--- config.mk ---
export PLATFORM = sky130hd
export DESIGN_NAME = irt_top
export DESIGN_NICKNAME = d
export VERILOG_FILES = /design/src/irt_pkg.sv /design/src/irt_top.sv
export VERILOG_INCLUDE_DIRS = /design/src
export SDC_FILE = /design/constraint.sdc
export NUM_CORES = 1
export LEC_CHECK = 0
export BUFFER_PORTS_ARGS = -buffer_cell sky130_fd_sc_hd__buf_2
export CAP_MARGIN = 0
export CORE_ASPECT_RATIO = 1.5
export CORE_MARGIN = 1
export CORE_UTILIZATION = 32
export DETAILED_ROUTE_END_ITERATION = 8
export GPL_TIMING_DRIVEN = 1
export PLACE_DENSITY = 0.45
export SLEW_MARGIN = 30
export SYNTH_ARGS = -nofsm -noshare
export SYNTH_HDL_FRONTEND = slang
export SYNTH_SLANG_ARGS = --single-unit
--- constraint.sdc ---
create_clock -name pclk -period 3.61 [get_ports pclk]
set_input_delay 0.1805 -clock pclk [delete_from_list [all_inputs] [get_ports pclk]]
set_output_delay 0.1805 -clock pclk [all_outputs]
set_load 0.01 [all_outputs]
--- src/irt_consts.svh ---
// Constants of the infrared transmit and learning block
`ifndef IRT_CONSTS_SVH
`define IRT_CONSTS_SVH
// ==========================================================
// Timing
`define IRT_CLK_NS        25
`define IRT_US_NS         1000
`define IRT_US_CYC        ((`IRT_US_NS + `IRT_CLK_NS - 1) / `IRT_CLK_NS)
`define IRT_CAR_MAX_HZ    500000
`define IRT_CAR_MIN_HZ    10000
`define IRT_CAR_MIN_CYC   (1000000000 / (`IRT_CAR_MAX_HZ * `IRT_CLK_NS))
`define IRT_CAR_MAX_CYC   (1000000000 / (`IRT_CAR_MIN_HZ * `IRT_CLK_NS))
`define IRT_ENV_HOLD_NS   110000
`define IRT_ENV_HOLD_CYC  (`IRT_ENV_HOLD_NS / `IRT_CLK_NS)
`define IRT_DUR_MAX       15'h7fff
`define IRT_FIFO_DEPTH    8
// ==========================================================
// Register offsets
`define IRT_OFF_CTRL      8'h00
`define IRT_OFF_CARRIER   8'h04
`define IRT_OFF_DESC      8'h08
`define IRT_OFF_STATUS    8'h0c
`define IRT_OFF_LEARN     8'h10
`define IRT_OFF_CARMEAS   8'h14
// ==========================================================
// Control fields and reset values
`define IRT_CTRL_EN       0
`define IRT_CTRL_MOD      1
`define IRT_CTRL_SRC_LO   2
`define IRT_CTRL_BIT      4
`define IRT_CTRL_LRN      5
`define IRT_CTRL_RST      6'h00
`define IRT_CAR_HALF_RST  16'h020e
`define IRT_DESC_LVL      15
`endif

--- src/irt_pkg.sv ---
// Types of the infrared transmit and learning block
`default_nettype none
package irt_pkg;
  // Transmit waveform source
  typedef enum logic [1:0] {
    IRT_SRC_FIFO,
    IRT_SRC_BIT,
    IRT_SRC_UART,
    IRT_SRC_NONE
  } irt_src_t;
endpackage
`default_nettype wire

--- src/irt_top.sv ---
// Infrared transmit modulator and learning receiver with APB registers
`timescale 1ns/1ps
`default_nettype none
`include "irt_consts.svh"
// ==========================================================
module irt_top #(
  parameter int unsigned ENV_HOLD_CYC = `IRT_ENV_HOLD_CYC
) (
  input  wire logic        pclk,
  input  wire logic        presetn,
  input  wire logic        psel,
  input  wire logic        penable,
  input  wire logic        pwrite,
  input  wire logic [7:0]  paddr,
  input  wire logic [31:0] pwdata,
  output logic      [31:0] prdata,
  output logic             pready,
  output logic             pslverr,
  input  wire logic        uart_txd,
  input  wire logic        ir_rx_in,
  output logic             ir_tx_out
);
  localparam logic [5:0]  US_LAST  = 6'(`IRT_US_CYC - 1);
  localparam logic [15:0] CAR_MIN  = 16'(`IRT_CAR_MIN_CYC);
  localparam logic [15:0] CAR_MAX  = 16'(`IRT_CAR_MAX_CYC);
  localparam logic [15:0] HOLD_CYC = 16'(ENV_HOLD_CYC);
  localparam logic [3:0]  DEPTH    = 4'(`IRT_FIFO_DEPTH);
  // ========================================================
  // APB decode; every access completes without wait states
  logic        acc;          // Access phase
  logic        wr;           // Write takes effect
  logic        rd_learn;     // Read of the learned interval pops it
  logic        sel_map;      // Address hits a register
  logic [31:0] rd_mux;       // Read data selected in setup
  assign acc      = psel & penable;
  assign wr       = acc & pwrite;
  assign rd_learn = acc & ~pwrite & (paddr == `IRT_OFF_LEARN);
  assign sel_map  = (paddr == `IRT_OFF_CTRL) | (paddr == `IRT_OFF_CARRIER) |
                    (paddr == `IRT_OFF_DESC) | (paddr == `IRT_OFF_STATUS) |
                    (paddr == `IRT_OFF_LEARN) | (paddr == `IRT_OFF_CARMEAS);
  assign pready   = 1'b1;
  assign pslverr  = acc & ~sel_map;
  // ========================================================
  // Control registers
  logic [5:0]       ctrl_r;     // Enable, mode, source, bit, learn
  logic [15:0]      car_half_r; // Carrier half period in clocks
  logic             en;
  logic             mod;
  irt_pkg::irt_src_t src;
  assign en  = ctrl_r[`IRT_CTRL_EN];
  assign mod = ctrl_r[`IRT_CTRL_MOD];
  assign src = irt_pkg::irt_src_t'(ctrl_r[`IRT_CTRL_SRC_LO +: 2]);
  // Control writes
  always_ff @(posedge pclk or negedge presetn) begin
    if (!presetn) begin
      ctrl_r     <= `IRT_CTRL_RST;
      car_half_r <= `IRT_CAR_HALF_RST;
    end else if (wr && paddr == `IRT_OFF_CTRL) begin
      ctrl_r <= pwdata[5:0];
    end else if (wr && paddr == `IRT_OFF_CARRIER) begin
      car_half_r <= pwdata[15:0];
    end
  end

  // ========================================================
  // Descriptor FIFO; zero durations are refused, as are pushes when full
  logic [15:0] fifo_mem [0:`IRT_FIFO_DEPTH-1];
  logic [2:0]  wp_r;        // Write pointer
  logic [2:0]  rp_r;        // Read pointer
  logic [3:0]  cnt_r;       // Entries held
  logic        push;
  logic        ld;          // Player takes the head entry
  logic [15:0] head;
  assign push = wr && paddr == `IRT_OFF_DESC && cnt_r != DEPTH && pwdata[14:0] != 15'h0000;
  assign head = fifo_mem[rp_r];
  // Storage has no reset; it is only read once written
  always_ff @(posedge pclk) begin
    if (push) begin
      fifo_mem[wp_r] <= pwdata[15:0];
    end
  end
  // Pointers and fill level
  always_ff @(posedge pclk or negedge presetn) begin
    if (!presetn) begin
      wp_r  <= 3'h0;
      rp_r  <= 3'h0;
      cnt_r <= 4'h0;
    end else begin
      wp_r  <= push ? wp_r + 3'h1 : wp_r;
      rp_r  <= ld ? rp_r + 3'h1 : rp_r;
      cnt_r <= cnt_r + {3'h0, push} - {3'h0, ld};
    end
  end

  // ========================================================
  // Descriptor player: prescaler restarts on each load so a
  // descriptor lasts exactly duration times the microsecond period
  logic        play_on_r;   // A descriptor is playing
  logic        play_lvl_r;  // Its on/off level
  logic [14:0] rem_r;       // Microseconds left
  logic [5:0]  pre_r;       // Microsecond prescaler
  logic        tick_tx;
  logic        fin;
  logic        run_fifo;
  assign run_fifo = en && src == irt_pkg::IRT_SRC_FIFO;
  assign tick_tx  = pre_r == US_LAST;
  assign fin      = play_on_r && tick_tx && rem_r == 15'h0001;
  assign ld       = run_fifo && cnt_r != 4'h0 && (!play_on_r || fin);
  // Player state
  always_ff @(posedge pclk or negedge presetn) begin
    if (!presetn) begin
      play_on_r  <= 1'b0;
      play_lvl_r <= 1'b0;
      rem_r      <= 15'h0000;
      pre_r      <= 6'h00;
    end else if (!run_fifo || (fin && !ld)) begin
      // Stopped or drained: rest off
      play_on_r  <= 1'b0;
      play_lvl_r <= 1'b0;
      pre_r      <= 6'h00;
    end else if (ld) begin
      play_on_r  <= 1'b1;
      play_lvl_r <= head[`IRT_DESC_LVL];
      rem_r      <= head[14:0];
      pre_r      <= 6'h00;
    end else if (play_on_r) begin
      pre_r <= tick_tx ? 6'h00 : pre_r + 6'h01;
      rem_r <= tick_tx ? rem_r - 15'h0001 : rem_r;
    end
  end

  // ========================================================
  // Source select and carrier gating
  logic        env;         // Wanted on/off level
  logic [15:0] car_cnt_r;
  logic        car_r;       // Carrier phase, starts high on each burst
  logic        out_r;
  always_comb begin
    unique case (src)
      irt_pkg::IRT_SRC_FIFO: env = en & play_on_r & play_lvl_r;
      irt_pkg::IRT_SRC_BIT:  env = en & ctrl_r[`IRT_CTRL_BIT];
      irt_pkg::IRT_SRC_UART: env = en & ~uart_txd; // UART idles high, i.e. off
      irt_pkg::IRT_SRC_NONE: env = 1'b0;
    endcase
  end
  // Carrier counter; restarted while off so bursts begin in phase
  always_ff @(posedge pclk or negedge presetn) begin
    if (!presetn) begin
      car_cnt_r <= 16'h0000;
      car_r     <= 1'b1;
      out_r     <= 1'b0;
    end else begin
      if (!env || car_cnt_r >= car_half_r - 16'h0001) begin
        car_cnt_r <= 16'h0000;
        car_r     <= env ? ~car_r : 1'b1;
      end else begin
        car_cnt_r <= car_cnt_r + 16'h0001;
      end
      out_r <= env & (~mod | car_r);
    end
  end
  assign ir_tx_out = out_r;
  // ========================================================
  // Learning: presence is a high input or one last seen high within the
  // hold window, so a bare level and a 10 kHz carrier both count
  logic        rx_d_r;      // Input one cycle ago
  logic        rise;
  logic [15:0] hold_r;      // Clocks since input was last high
  logic        pres;
  logic        pres_r;
  logic [15:0] per_r;       // Clocks since last rising edge
  logic [15:0] meas_r;      // Last in-range carrier period
  logic [5:0]  lpre_r;      // Free-running microsecond prescaler
  logic [14:0] dur_r;       // Current interval, microseconds
  logic [15:0] lrn_r;       // Level and duration, descriptor layout
  logic        lrn_vld_r;
  logic        ovf_r;       // Interval lost while one was unread
  logic        lrn_en;
  logic        cap;
  assign lrn_en = ctrl_r[`IRT_CTRL_LRN];
  assign rise   = ir_rx_in & ~rx_d_r;
  assign pres   = ir_rx_in | (hold_r < HOLD_CYC);
  assign cap    = lrn_en && pres != pres_r;
  // Saturating count; a stuck maximum means "long ago", never a wrap to zero
  function automatic logic [15:0] sat_inc(input logic [15:0] v);
    return (v == 16'hffff) ? v : v + 16'h0001;
  endfunction
  // Envelope, carrier period and interval timing
  always_ff @(posedge pclk or negedge presetn) begin
    if (!presetn) begin
      rx_d_r <= 1'b0;
      hold_r <= 16'hffff;
      pres_r <= 1'b0;
      per_r  <= 16'hffff;
      meas_r <= 16'h0000;
      lpre_r <= 6'h00;
      dur_r  <= 15'h0000;
    end else begin
      rx_d_r <= ir_rx_in;
      hold_r <= ir_rx_in ? 16'h0000 : sat_inc(hold_r);
      pres_r <= pres;
      per_r  <= rise ? 16'h0001 : sat_inc(per_r);
      if (rise && per_r >= CAR_MIN && per_r <= CAR_MAX) begin
        meas_r <= per_r;
      end
      lpre_r <= (lpre_r == US_LAST) ? 6'h00 : lpre_r + 6'h01;
      if (cap) begin
        dur_r <= 15'h0000;
      end else if (lpre_r == US_LAST && dur_r != `IRT_DUR_MAX) begin
        dur_r <= dur_r + 15'h0001;
      end
    end
  end
  // Learned interval holder; a new capture wins over the pop
  always_ff @(posedge pclk or negedge presetn) begin
    if (!presetn) begin
      lrn_r     <= 16'h0000;
      lrn_vld_r <= 1'b0;
      ovf_r     <= 1'b0;
    end else begin
      if (cap) begin
        lrn_r <= {pres_r, dur_r};
      end
      lrn_vld_r <= cap | (lrn_vld_r & ~rd_learn);
      ovf_r     <= (cap & lrn_vld_r & ~rd_learn) |
                   (ovf_r & ~(wr && paddr == `IRT_OFF_STATUS));
    end
  end

  // ========================================================
  // Read data, captured in the setup phase
  always_comb begin
    unique case (paddr)
      `IRT_OFF_CTRL:    rd_mux = {26'h0, ctrl_r};
      `IRT_OFF_CARRIER: rd_mux = {16'h0, car_half_r};
      `IRT_OFF_STATUS:  rd_mux = {22'h0, ovf_r, lrn_vld_r, out_r, play_on_r, cnt_r,
                                  cnt_r == DEPTH, cnt_r == 4'h0};
      `IRT_OFF_LEARN:   rd_mux = {lrn_vld_r, 15'h0, lrn_r};
      `IRT_OFF_CARMEAS: rd_mux = {16'h0, meas_r};
      default:          rd_mux = 32'h0000_0000;
    endcase
  end
  // Read data register
  always_ff @(posedge pclk or negedge presetn) begin
    if (!presetn) begin
      prdata <= 32'h0000_0000;
    end else if (psel && !penable && !pwrite) begin
      prdata <= rd_mux;
    end
  end
endmodule
`default_nettype wire

======== Word level (Yosys, flattened, before mapping) ========
Memory sizes are Yosys's and may differ from the RTL's.
Cells that the tools add are included.
word-level totals
  register bits after elaboration ......... 194
  RAM bits ................................ 128
  input bits .............................. 47
  memories kept ........................... 1
  output and inout bits ................... 35
cells by class
  add/sub/neg operators ................... 12
  magnitude comparators ................... 4
  bitwise logic cells ..................... 34
  reduce and logical (&&, ||, !) cells .... 39
  mux-type cells .......................... 24
  eq/ne operators ......................... 19
memory list
  memory    words  width  rd ports  clocked after memory_dff  wr ports  RTL line       source
  fifo_mem  8      16     1         0                         1         irt_top.sv:67  logic [15:0] fifo_mem [0:`IRT_FIFO_DEPTH-1];
operators by type and width
  kind                                                                                  count
  32-bit one-hot mux with 5 select lines                                                1
  16-bit 2-to-1 mux                                                                     5
  15-bit 2-to-1 mux                                                                     5
  16-bit by 1-bit adder with 16-bit output, second input constant                       3
  16-bit == test, second input constant                                                 2
  6-bit 2-to-1 mux                                                                      5
  1-bit logical AND                                                                     18
  8-bit by 4-bit == test with 1-bit output, second input constant                       2
  8-bit by 5-bit == test with 1-bit output, second input constant                       2
  16-bit greater-or-equal comparator                                                    1
  16-bit by 7-bit greater-or-equal comparator with 1-bit output, second input constant  1
  16-bit by 12-bit <= comparator with 1-bit output, second input constant               1
  16-bit by 13-bit less-than comparator with 1-bit output, second input constant        1
  16-bit by 1-bit subtractor with 16-bit output, second input constant                  1
  15-bit by 1-bit adder with 15-bit output, second input constant                       1
  1-bit bitwise AND                                                                     15
  15-bit by 1-bit == test with 1-bit output, second input constant                      1
  15-bit inequality test, second input constant                                         1
  15-bit nonzero test                                                                   1
  15-bit by 1-bit subtractor with 15-bit output, second input constant                  1
  6-bit by 1-bit adder with 6-bit output, second input constant                         2
  6-bit == test, second input constant                                                  2
  1-bit inverter                                                                        10
  1-bit OR                                                                              9
  22 further kinds                                                                      41

======== Longest topological paths before layout ========
Gate-level depths: netlist of the first run.
  depth in word-level cells ............... 10
  depth in mapped cells ................... 14
  depth with buffers taken out ............ 12

======== Worst setup path after synthesis of the first run ========
OpenSTA, ideal clock, no wires.
  path kind ............................... input to register
  start point ............................. in paddr[4]
  end point ............................... mem fifo_mem[2][0], enable pin
  path buffers ............................ 0
  data arrival time ....................... 2.612 ns
  cell stages on the path ................. 5
  data required time ...................... 3.197 ns
  slack ................................... 0.585 ns
  path through ............................ or3_4 nor4_4 nand4_1 or2_2 nor3b_1
on the way
  longest elaborated chain between the ends .. 6
RTL lines
  item                                                RTL line       source
  from (decl)                                         irt_top.sv:14  input wire logic [7:0] paddr,
  8-bit by 4-bit == test with 1-bit output (no line)  -
  1-bit logical AND (no line)                         -
  1-bit logical AND (2 in a row)                      irt_top.sv:74  assign push = wr && paddr == `IRT_OFF_DESC && cnt_r != DEPTH && pwdata[14:0] != 15'h0000;
  1-bit 2-to-1 mux                                    irt_top.sv:78  if (push) begin
  1-bit 2-to-1 mux (implied by the code)              irt_top.sv:79  fifo_mem[wp_r] <= pwdata[15:0];
  to (decl)                                           irt_top.sv:67
No other way between the ends.

======== Worst setup path in the final report of the first run ========
  start point ............................. reg car_half_r[4]
  end point ............................... reg car_r
on the way
  longest elaborated chain between the ends .. 3
RTL lines
  item                                           RTL line        source
  from (decl)                                    irt_top.sv:46   logic [15:0] car_half_r;
  from (signal assigned)                         irt_top.sv:57   car_half_r <= `IRT_CAR_HALF_RST;
  from (signal assigned)                         irt_top.sv:61   car_half_r <= pwdata[15:0];
  16-bit by 1-bit subtractor with 16-bit output  irt_top.sv:153  if (!env || car_cnt_r >= car_half_r - 16'h0001) begin
  16-bit greater-or-equal comparator             irt_top.sv:153
  1-bit logical OR                               irt_top.sv:153
  to (signal assigned)                           irt_top.sv:155  car_r <= env ? ~car_r : 1'b1;
  to (decl)                                      irt_top.sv:136  logic car_r;
No other way between the ends.
A chain may end at the register's enable or synchronous reset.

==> results.txt, run 1 <==
Status = complete, no violations
Fin Clk Skew = 19.71 ps
Area Growth Syn to Fin = 15.88%
Critical path capture point type = register
Post-synth top area cell = edfxtp_1
HPWL Detailed = 25270 µm
Die Span X = 176.0 µm
CP Data Arrival Time = 3490 ps
Vias/cell = 5.020
Antenna viol nets, final = 0
Startpoint types = register
H-tree depth = 2
Share of cells above drive strength 1 = 22.67%
Top-area cell type share of the netlist area = 26.44%
First-pass GRT wire length = 57080 µm
Port buffer count = 49
Cells after Synth = 1148
Root buffer cell = clkbuf_16
EDFF count, synth = 128
Post-route DRC = 0
Antenna diodes = 0
MaxCap Viol Count = 0
Total Power = 8.665 mW
LEAKAGE = 6.618 nW
Worst-path clk slew = 60 ps
Ranking of synthesized cells by area = edfxtp_1 (26%), dfrtp_1 (24%), dfstp_2 (6.7%)
Synth warnings = 0
Full die area = 46310 µm²
Path category of the worst min-delay check = primary input to register
Final Hold Violating Endpoints = 0
Setup CP Type = register to register
Clock sinks = 307
Dpl cells = 1764
Total Routing Usage GR = 16.20%
Initial antenna violation count = 1
Nets = 1313
Setup bufs post-CTS = 0
Multi-input logic area = 5778 µm²
Worst vdd ir = 345.2 µV
Primary FF master, synth = dfrtp_1
Syn Area/Cell = 12.66 µm²
P per Cell Area = 514.3 nW/µm²
Placement Cell Area = 15510 µm²
TritonCTS clock tree = done
Final core utilization = 37.60%
Number of global-route vias before repair = 9673
Vias = 9212
Pin count of the biggest net entering global routing = 101
Cell area after synthesis = 14540 µm²
I/O Pins = 82
TritonCTS Buffers = 34
Final setup fails = 0
Worst slew margin = 35.82%
Fin. max-slew vios = 0
Clk buf depth = 3
Core ar. = 44810 µm²
Number of fillers in the final layout = 4383
Starting Density = 32.44%
Seq/Total Area, Yosys = 57.56%
Minimum clock period = 3054 ps
Drt wl/cell = 19.76 µm
1st-iter DRT viols = 510
Die Ht = 263.1 µm
Non-Filler Instances = 1835
Req. time, crit path = 4050 ps
Period utilization = 84.59%
Yosys cell types = 83
Post-CTS Resized = 0
Worst Tran Pin Value = 959.4 ps
TritonRoute pass-1 iters = 5
Final WL = 36260 µm
Placer Congestion = 0.7795
Total Neg Setup Slack = 0 ps
Register area = 8371 µm²
Crit path max fanout = 17
Ys async rst share = 58.31%
Finished Cell Area = 16850 µm²
Fmax = 327.5 MHz
Worst-Skew Late Latency = 530 ps
#FFs+latches synth = 307
Grt total ovfl = 0
Num rows = 95
RSZ-0062 raised after global routing = no
-- path summary, 6_finish.rpt --
| path | cells after the start | endpoint | slack [ps] | start |
|---|---|---|---|---|
| max | 12 | car_r | 560 | car_half_r[4] |
| min in group asynchronous | 2 | meas_r[10] | 350 | presetn |
| min | 1 | fifo_mem[4][12] | 3 | pwdata[12] |
| min reg2reg | 1 | prdata[8] | 470 | prdata[8] |
| max reg2reg | 12 | car_r | 560 | car_half_r[4] |
| max in group asynchronous | 3 | hold_r[7] | 2230 | presetn |
-- worst max-delay path: stages (launching register included) --
cell and delay (ps):
dfrtp_1 420, or3_1 420, nor3_1 330, and3_1 290, nand2_1 80, xor2_1 150, ha_1 320, nand4_1 120
nor3_1 200, a21oi_1 90, nand3b_1 80, buf_4 240, mux2i_1 220
-- cells in the mapped netlist (5+ instances only) --
library cell and number:
a21o_1 7, a21oi_1 37, a222oi_1 6, a22o_1 12, a31oi_1 6, and2_1 11, and3_1 17, buf_2 20
buf_4 19, buf_6 6, clkbuf_1 11, dfrtp_1 142, dfstp_2 37, edfxtp_1 128, ha_1 37, inv_1 27
mux2_2 48, mux2i_1 22, mux4_2 30, nand2_1 86, nand3_1 37, nand4_1 24, nor2_1 103, nor2b_1 7
nor3_1 33, nor3b_1 9, nor4_1 13, nor4_4 5, o21ai_0 35, o21ai_1 5, or3_1 6, xnor2_1 44
xor2_1 31
-- layout make-up --
class	count	area share, %
Sequential cell	307	49.68
Multi-Input combinational cell	768	34.30
Clock buffer	43	5.555
Tap cell	582	4.322
Timing Repair Buffer	89	3.736
Clock inverter	18	1.775
Inverter	28	0.6313
-- report_power, final --
group | switching (mW) | internal [mW] | total, mW
clock network | 1.46 | 2.42 | 3.87
logic | 0.462 | 0.406 | 0.868
registers | 0.156 | 3.77 | 3.92
-- registers in the layout, indices dropped and copies added, names as in the netlist, 15 cells and up --
| register | cells |
|---|---|
| fifo_mem | 128 |
| prdata | 17 |
| car_cnt_r | 16 |
| car_half_r | 16 |
| hold_r | 16 |
| lrn_r | 16 |
| meas_r | 16 |
| per_r | 16 |
| dur_r | 15 |
| rem_r | 15 |
-- logic make-up after synthesis --
kind of cell    Yosys count  synth area share, %
simple gates            381                13.64
fa+ha+maj                38                3.322
compound gates          153                7.306
buf+inv                  87                3.305
xor+xnor                 75                4.518
other cells               2              0.05165
mux                     105                10.29
flops                   307                57.56
-- per-layer routing --
metal  track usage [%]  up-vias  part of all wire (%)
li1                  -     4364                     -
met1             18.84     4646                    40
met2             30.11      142                    54
met3             1.950       60                   2.5
met4             5.640        0                   3.0
met5                 0        -                     0
-- layout by cell type, fill, tap and decap left out, types with 35 or more instances in the layout --
| cell type | instances |
|---|---|
| a21oi_1 | 37 |
| buf_2 | 48 |
| clkbuf_16 | 35 |
| dfrtp_1 | 141 |
| dfstp_2 | 37 |
| edfxtp_1 | 128 |
| ha_1 | 37 |
| mux2_2 | 48 |
| nand2_1 | 86 |
| nand3_1 | 37 |
| nor2_1 | 103 |
| o21ai_0 | 35 |
| xnor2_1 | 44 |
-- stage by stage --
step	worst slack (ps)	hold slack, ps
6_report	556.4	2.558
2_1_floorplan	585.4	-115.1
3_3_place_gp	614.2	362.3
5_1_grt	296.7	5.282
4_1_cts	524.7	3.456
3_5_place_dp	561.0	366.2
-- repair_timing --
action                                 in CTS  in global routing
hold buffers                               10                  0
setup endpoints to repair                   0                  0
endpoints found under the hold margin     144                  0
(Power assumes the default switching activity.)
==> run 2, diff against run 1 <==
- PLACE_DENSITY: 0.45 -> 0.47
- clock period: 3.61 -> 2.5 ns (I/O delays scaled with it)
==> run 2 against run 1 <==
The run now ends with setup timing left. Setup slack lost 730 ps. Sequential share of layout area decreased by 2.4 points. Die area did not move. Wire length rose by 3.0%. Flip-flop and latch count unchanged. Clock power up 29%. Register-to-register slack got worse by 730 ps. Via count is 4.6% higher. First-iteration DRC count shrank 13%. Critical path depth grew 1. Critical endpoint is now car_cnt_r[6].
==> results.txt, run 2 (synthesized netlist as in run 1, its figures left out) <==
Root buffer cell = clkbuf_16
Vias = 9637
Hold Path Depth = 2
Fin Clk Skew = 27.02 ps
Minimum clock period = 2672 ps
Max reg flops = 128
Fmax = 374.3 MHz
Vias/cell = 5.014
Placer Congestion = 0.7845
TritonCTS clock tree = done
Drt wl/cell = 19.43 µm
Final core utilization = 39.48%
Clk buf depth = 3
Worst path bufs/invs = 2
TritonCTS Buffers = 34
HPWL Detailed = 26310 µm
H-tree depth = 2
Slowest CP cell = dfrtp_1
Crit-path cells = or3_4 > nor3_4 > and3_4 > nand2_2 > xor2_1 > ha_1 > a21oi_2 > o21ai_1 > a21oi_1 > nand3b_1 > buf_6 > clkbuf_16 > nor2_2
Most frequent cells in the layout = dfrtp_1 (140), edfxtp_1 (128), buf_4 (97)
Starting Density = 32.44%
Worst vdd ir = 468.7 µV
Startpoint types = register
TritonRoute pass-1 iters = 5
Total Power = 12.18 mW
Grt total ovfl = 0
Family with the most delay on the worst path = simple AND/OR/NAND/NOR gates
Failing checks = setup timing
Num rows = 95
Worst Tran Pin Value = 721.0 ps
Reg2Reg Capture Point = car_cnt_r[6]
Worst r2r src = car_half_r[4]
Hold Crit Endpoint = fifo_mem[2][4]
Period utilization = 106.9%
Initial antenna violation count = 0
Critical path capture point type = register
Final setup fails = 18
Status = finished, violations left
Pre-CTS WS = -141.5 ps
Setup CP Type = register to register
Post-route setup slack = -171.5 ps
1st-iter DRT viols = 446
Share of cells above drive strength 1 = 29.40%
Most common cell after layout, fill and taps aside = dfrtp_1
Crit path max fanout = 4
I/O Pins = 82
Final Hold Violating Endpoints = 0
Largest stage delay on the critical path = 390 ps
Antenna diodes = 0
R2R Setup Slk = -170 ps
Antenna viol nets, final = 0
Largest Register = fifo_mem
MaxCap Viol Count = 0
Worst slew margin = 51.93%
Largest registers = fifo_mem: 128 flops, prdata: 17 flops
Total Neg Setup Slack = -2349 ps
Post-route DRC = 0
Core ar. = 44810 µm²
Total Routing Usage GR = 16.52%
Nets = 1399
Die Span X = 176.0 µm
Fin. max-slew vios = 0
Path category of the worst min-delay check = primary input to register
Worst-path clk slew = 60 ps
Full die area = 46310 µm²
RSZ-0062 raised after global routing = yes
WP depth = 13
Final WL = 37350 µm
Reg2reg path depth = 13
WHS = 17.70 ps
Worst-Skew Late Latency = 540 ps
Hold Crit Start = pwdata[4]
P per Cell Area = 688.5 nW/µm²
CP Data Arrival Time = 3130 ps
Clock sinks = 307
First-pass GRT wire length = 58640 µm
Req. time, crit path = 2960 ps
Die Ht = 263.1 µm
LEAKAGE = 7.051 nW
Pin count of the biggest net entering global routing = 74
Number of global-route vias before repair = 10090
Area Growth Syn to Fin = 21.69%
Port buffer count = 49
run 2: changes by cell type in the layout (fill, tap and decap cells not counted), moves of 4 or more:
cell	previous run	this run
nor2_2	1	10
buf_12	4	12
clkbuf_1	5	13
inv_2	0	5
nor2_1	103	92
inv_1	27	22
bufinv_16	8	2
ha_1	37	33
buf_4	26	97
run 2: what timing repair did:
item                                    CTS  global route
pin swaps                                 6            11
cloned                                    0             1
endpoints found under the hold margin   148             0
resized for setup                         5            27
endpoints found under the setup margin   51            26
setup buffers                             3             4
hold buffers                             13             0
run 2: worst reg2reg max path: cells and delay by family (launching register included):
kind / cells / cell delay [ps]
adder cells (fa/ha/maj): 1 / 320
buffers and inverters: 2 / 310
XOR/XNOR: 1 / 150
AO/OA/AOI/OAI: 3 / 330
AND/OR/NAND/NOR: 6 / 1120
flip-flops: 1 / 390
run 2: area by class of cell:
class | instances | area [µm²]
Multi-Input combinational cell | 768 | 5978
Sequential cell | 307 | 8372
Clock buffer | 51 | 965.9
Fill cell | 4263 | 27120
Tap cell | 582 | 728.2
Timing Repair Buffer | 175 | 1415
Inverter | 28 | 106.4
Clock inverter | 11 | 126.4
run 2: how the worst max path moves through the flow:
stage	from	endpoint	slack [ps]
6_report	car_half_r[4]	car_cnt_r[6]	-170
4_1_cts	car_half_r[4]	car_r	-120
5_1_grt	car_half_r[4]	car_cnt_r[6]	-320
2_1_floorplan	car_half_r[4]	car_cnt_r[10]	-100
3_5_place_dp	car_half_r[3]	car_r	-140
3_3_place_gp	car_half_r[3]	car_cnt_r[3]	-140
run 2: report_power, final:
part | total, mW | internal, mW | switching, mW | leakage [nW]
registers | 5.62 | 5.44 | 0.184 | 3.38
clock network | 5.01 | 2.91 | 2.10 | 0.528
logic | 1.55 | 0.748 | 0.800 | 3.14
total | 12.2 | 9.10 | 3.08 | 7.05
run 2: metal layers:
layer	vias up	GRT usage (%)	part of all wire, %
met5	-	0	0
met4	0	5.405	2.6
met3	59	1.935	3.0
met2	156	30.10	53
met1	4872	19.91	41
li1	4550	-	-
run 2: per-stage QoR:
step,area [µm²],cells
final,17690,1922
after global routing,17690,1922
after CTS,17520,1917
after detailed placement,16260,1839
after global placement,16260,1839
after floorplan,14720,1162
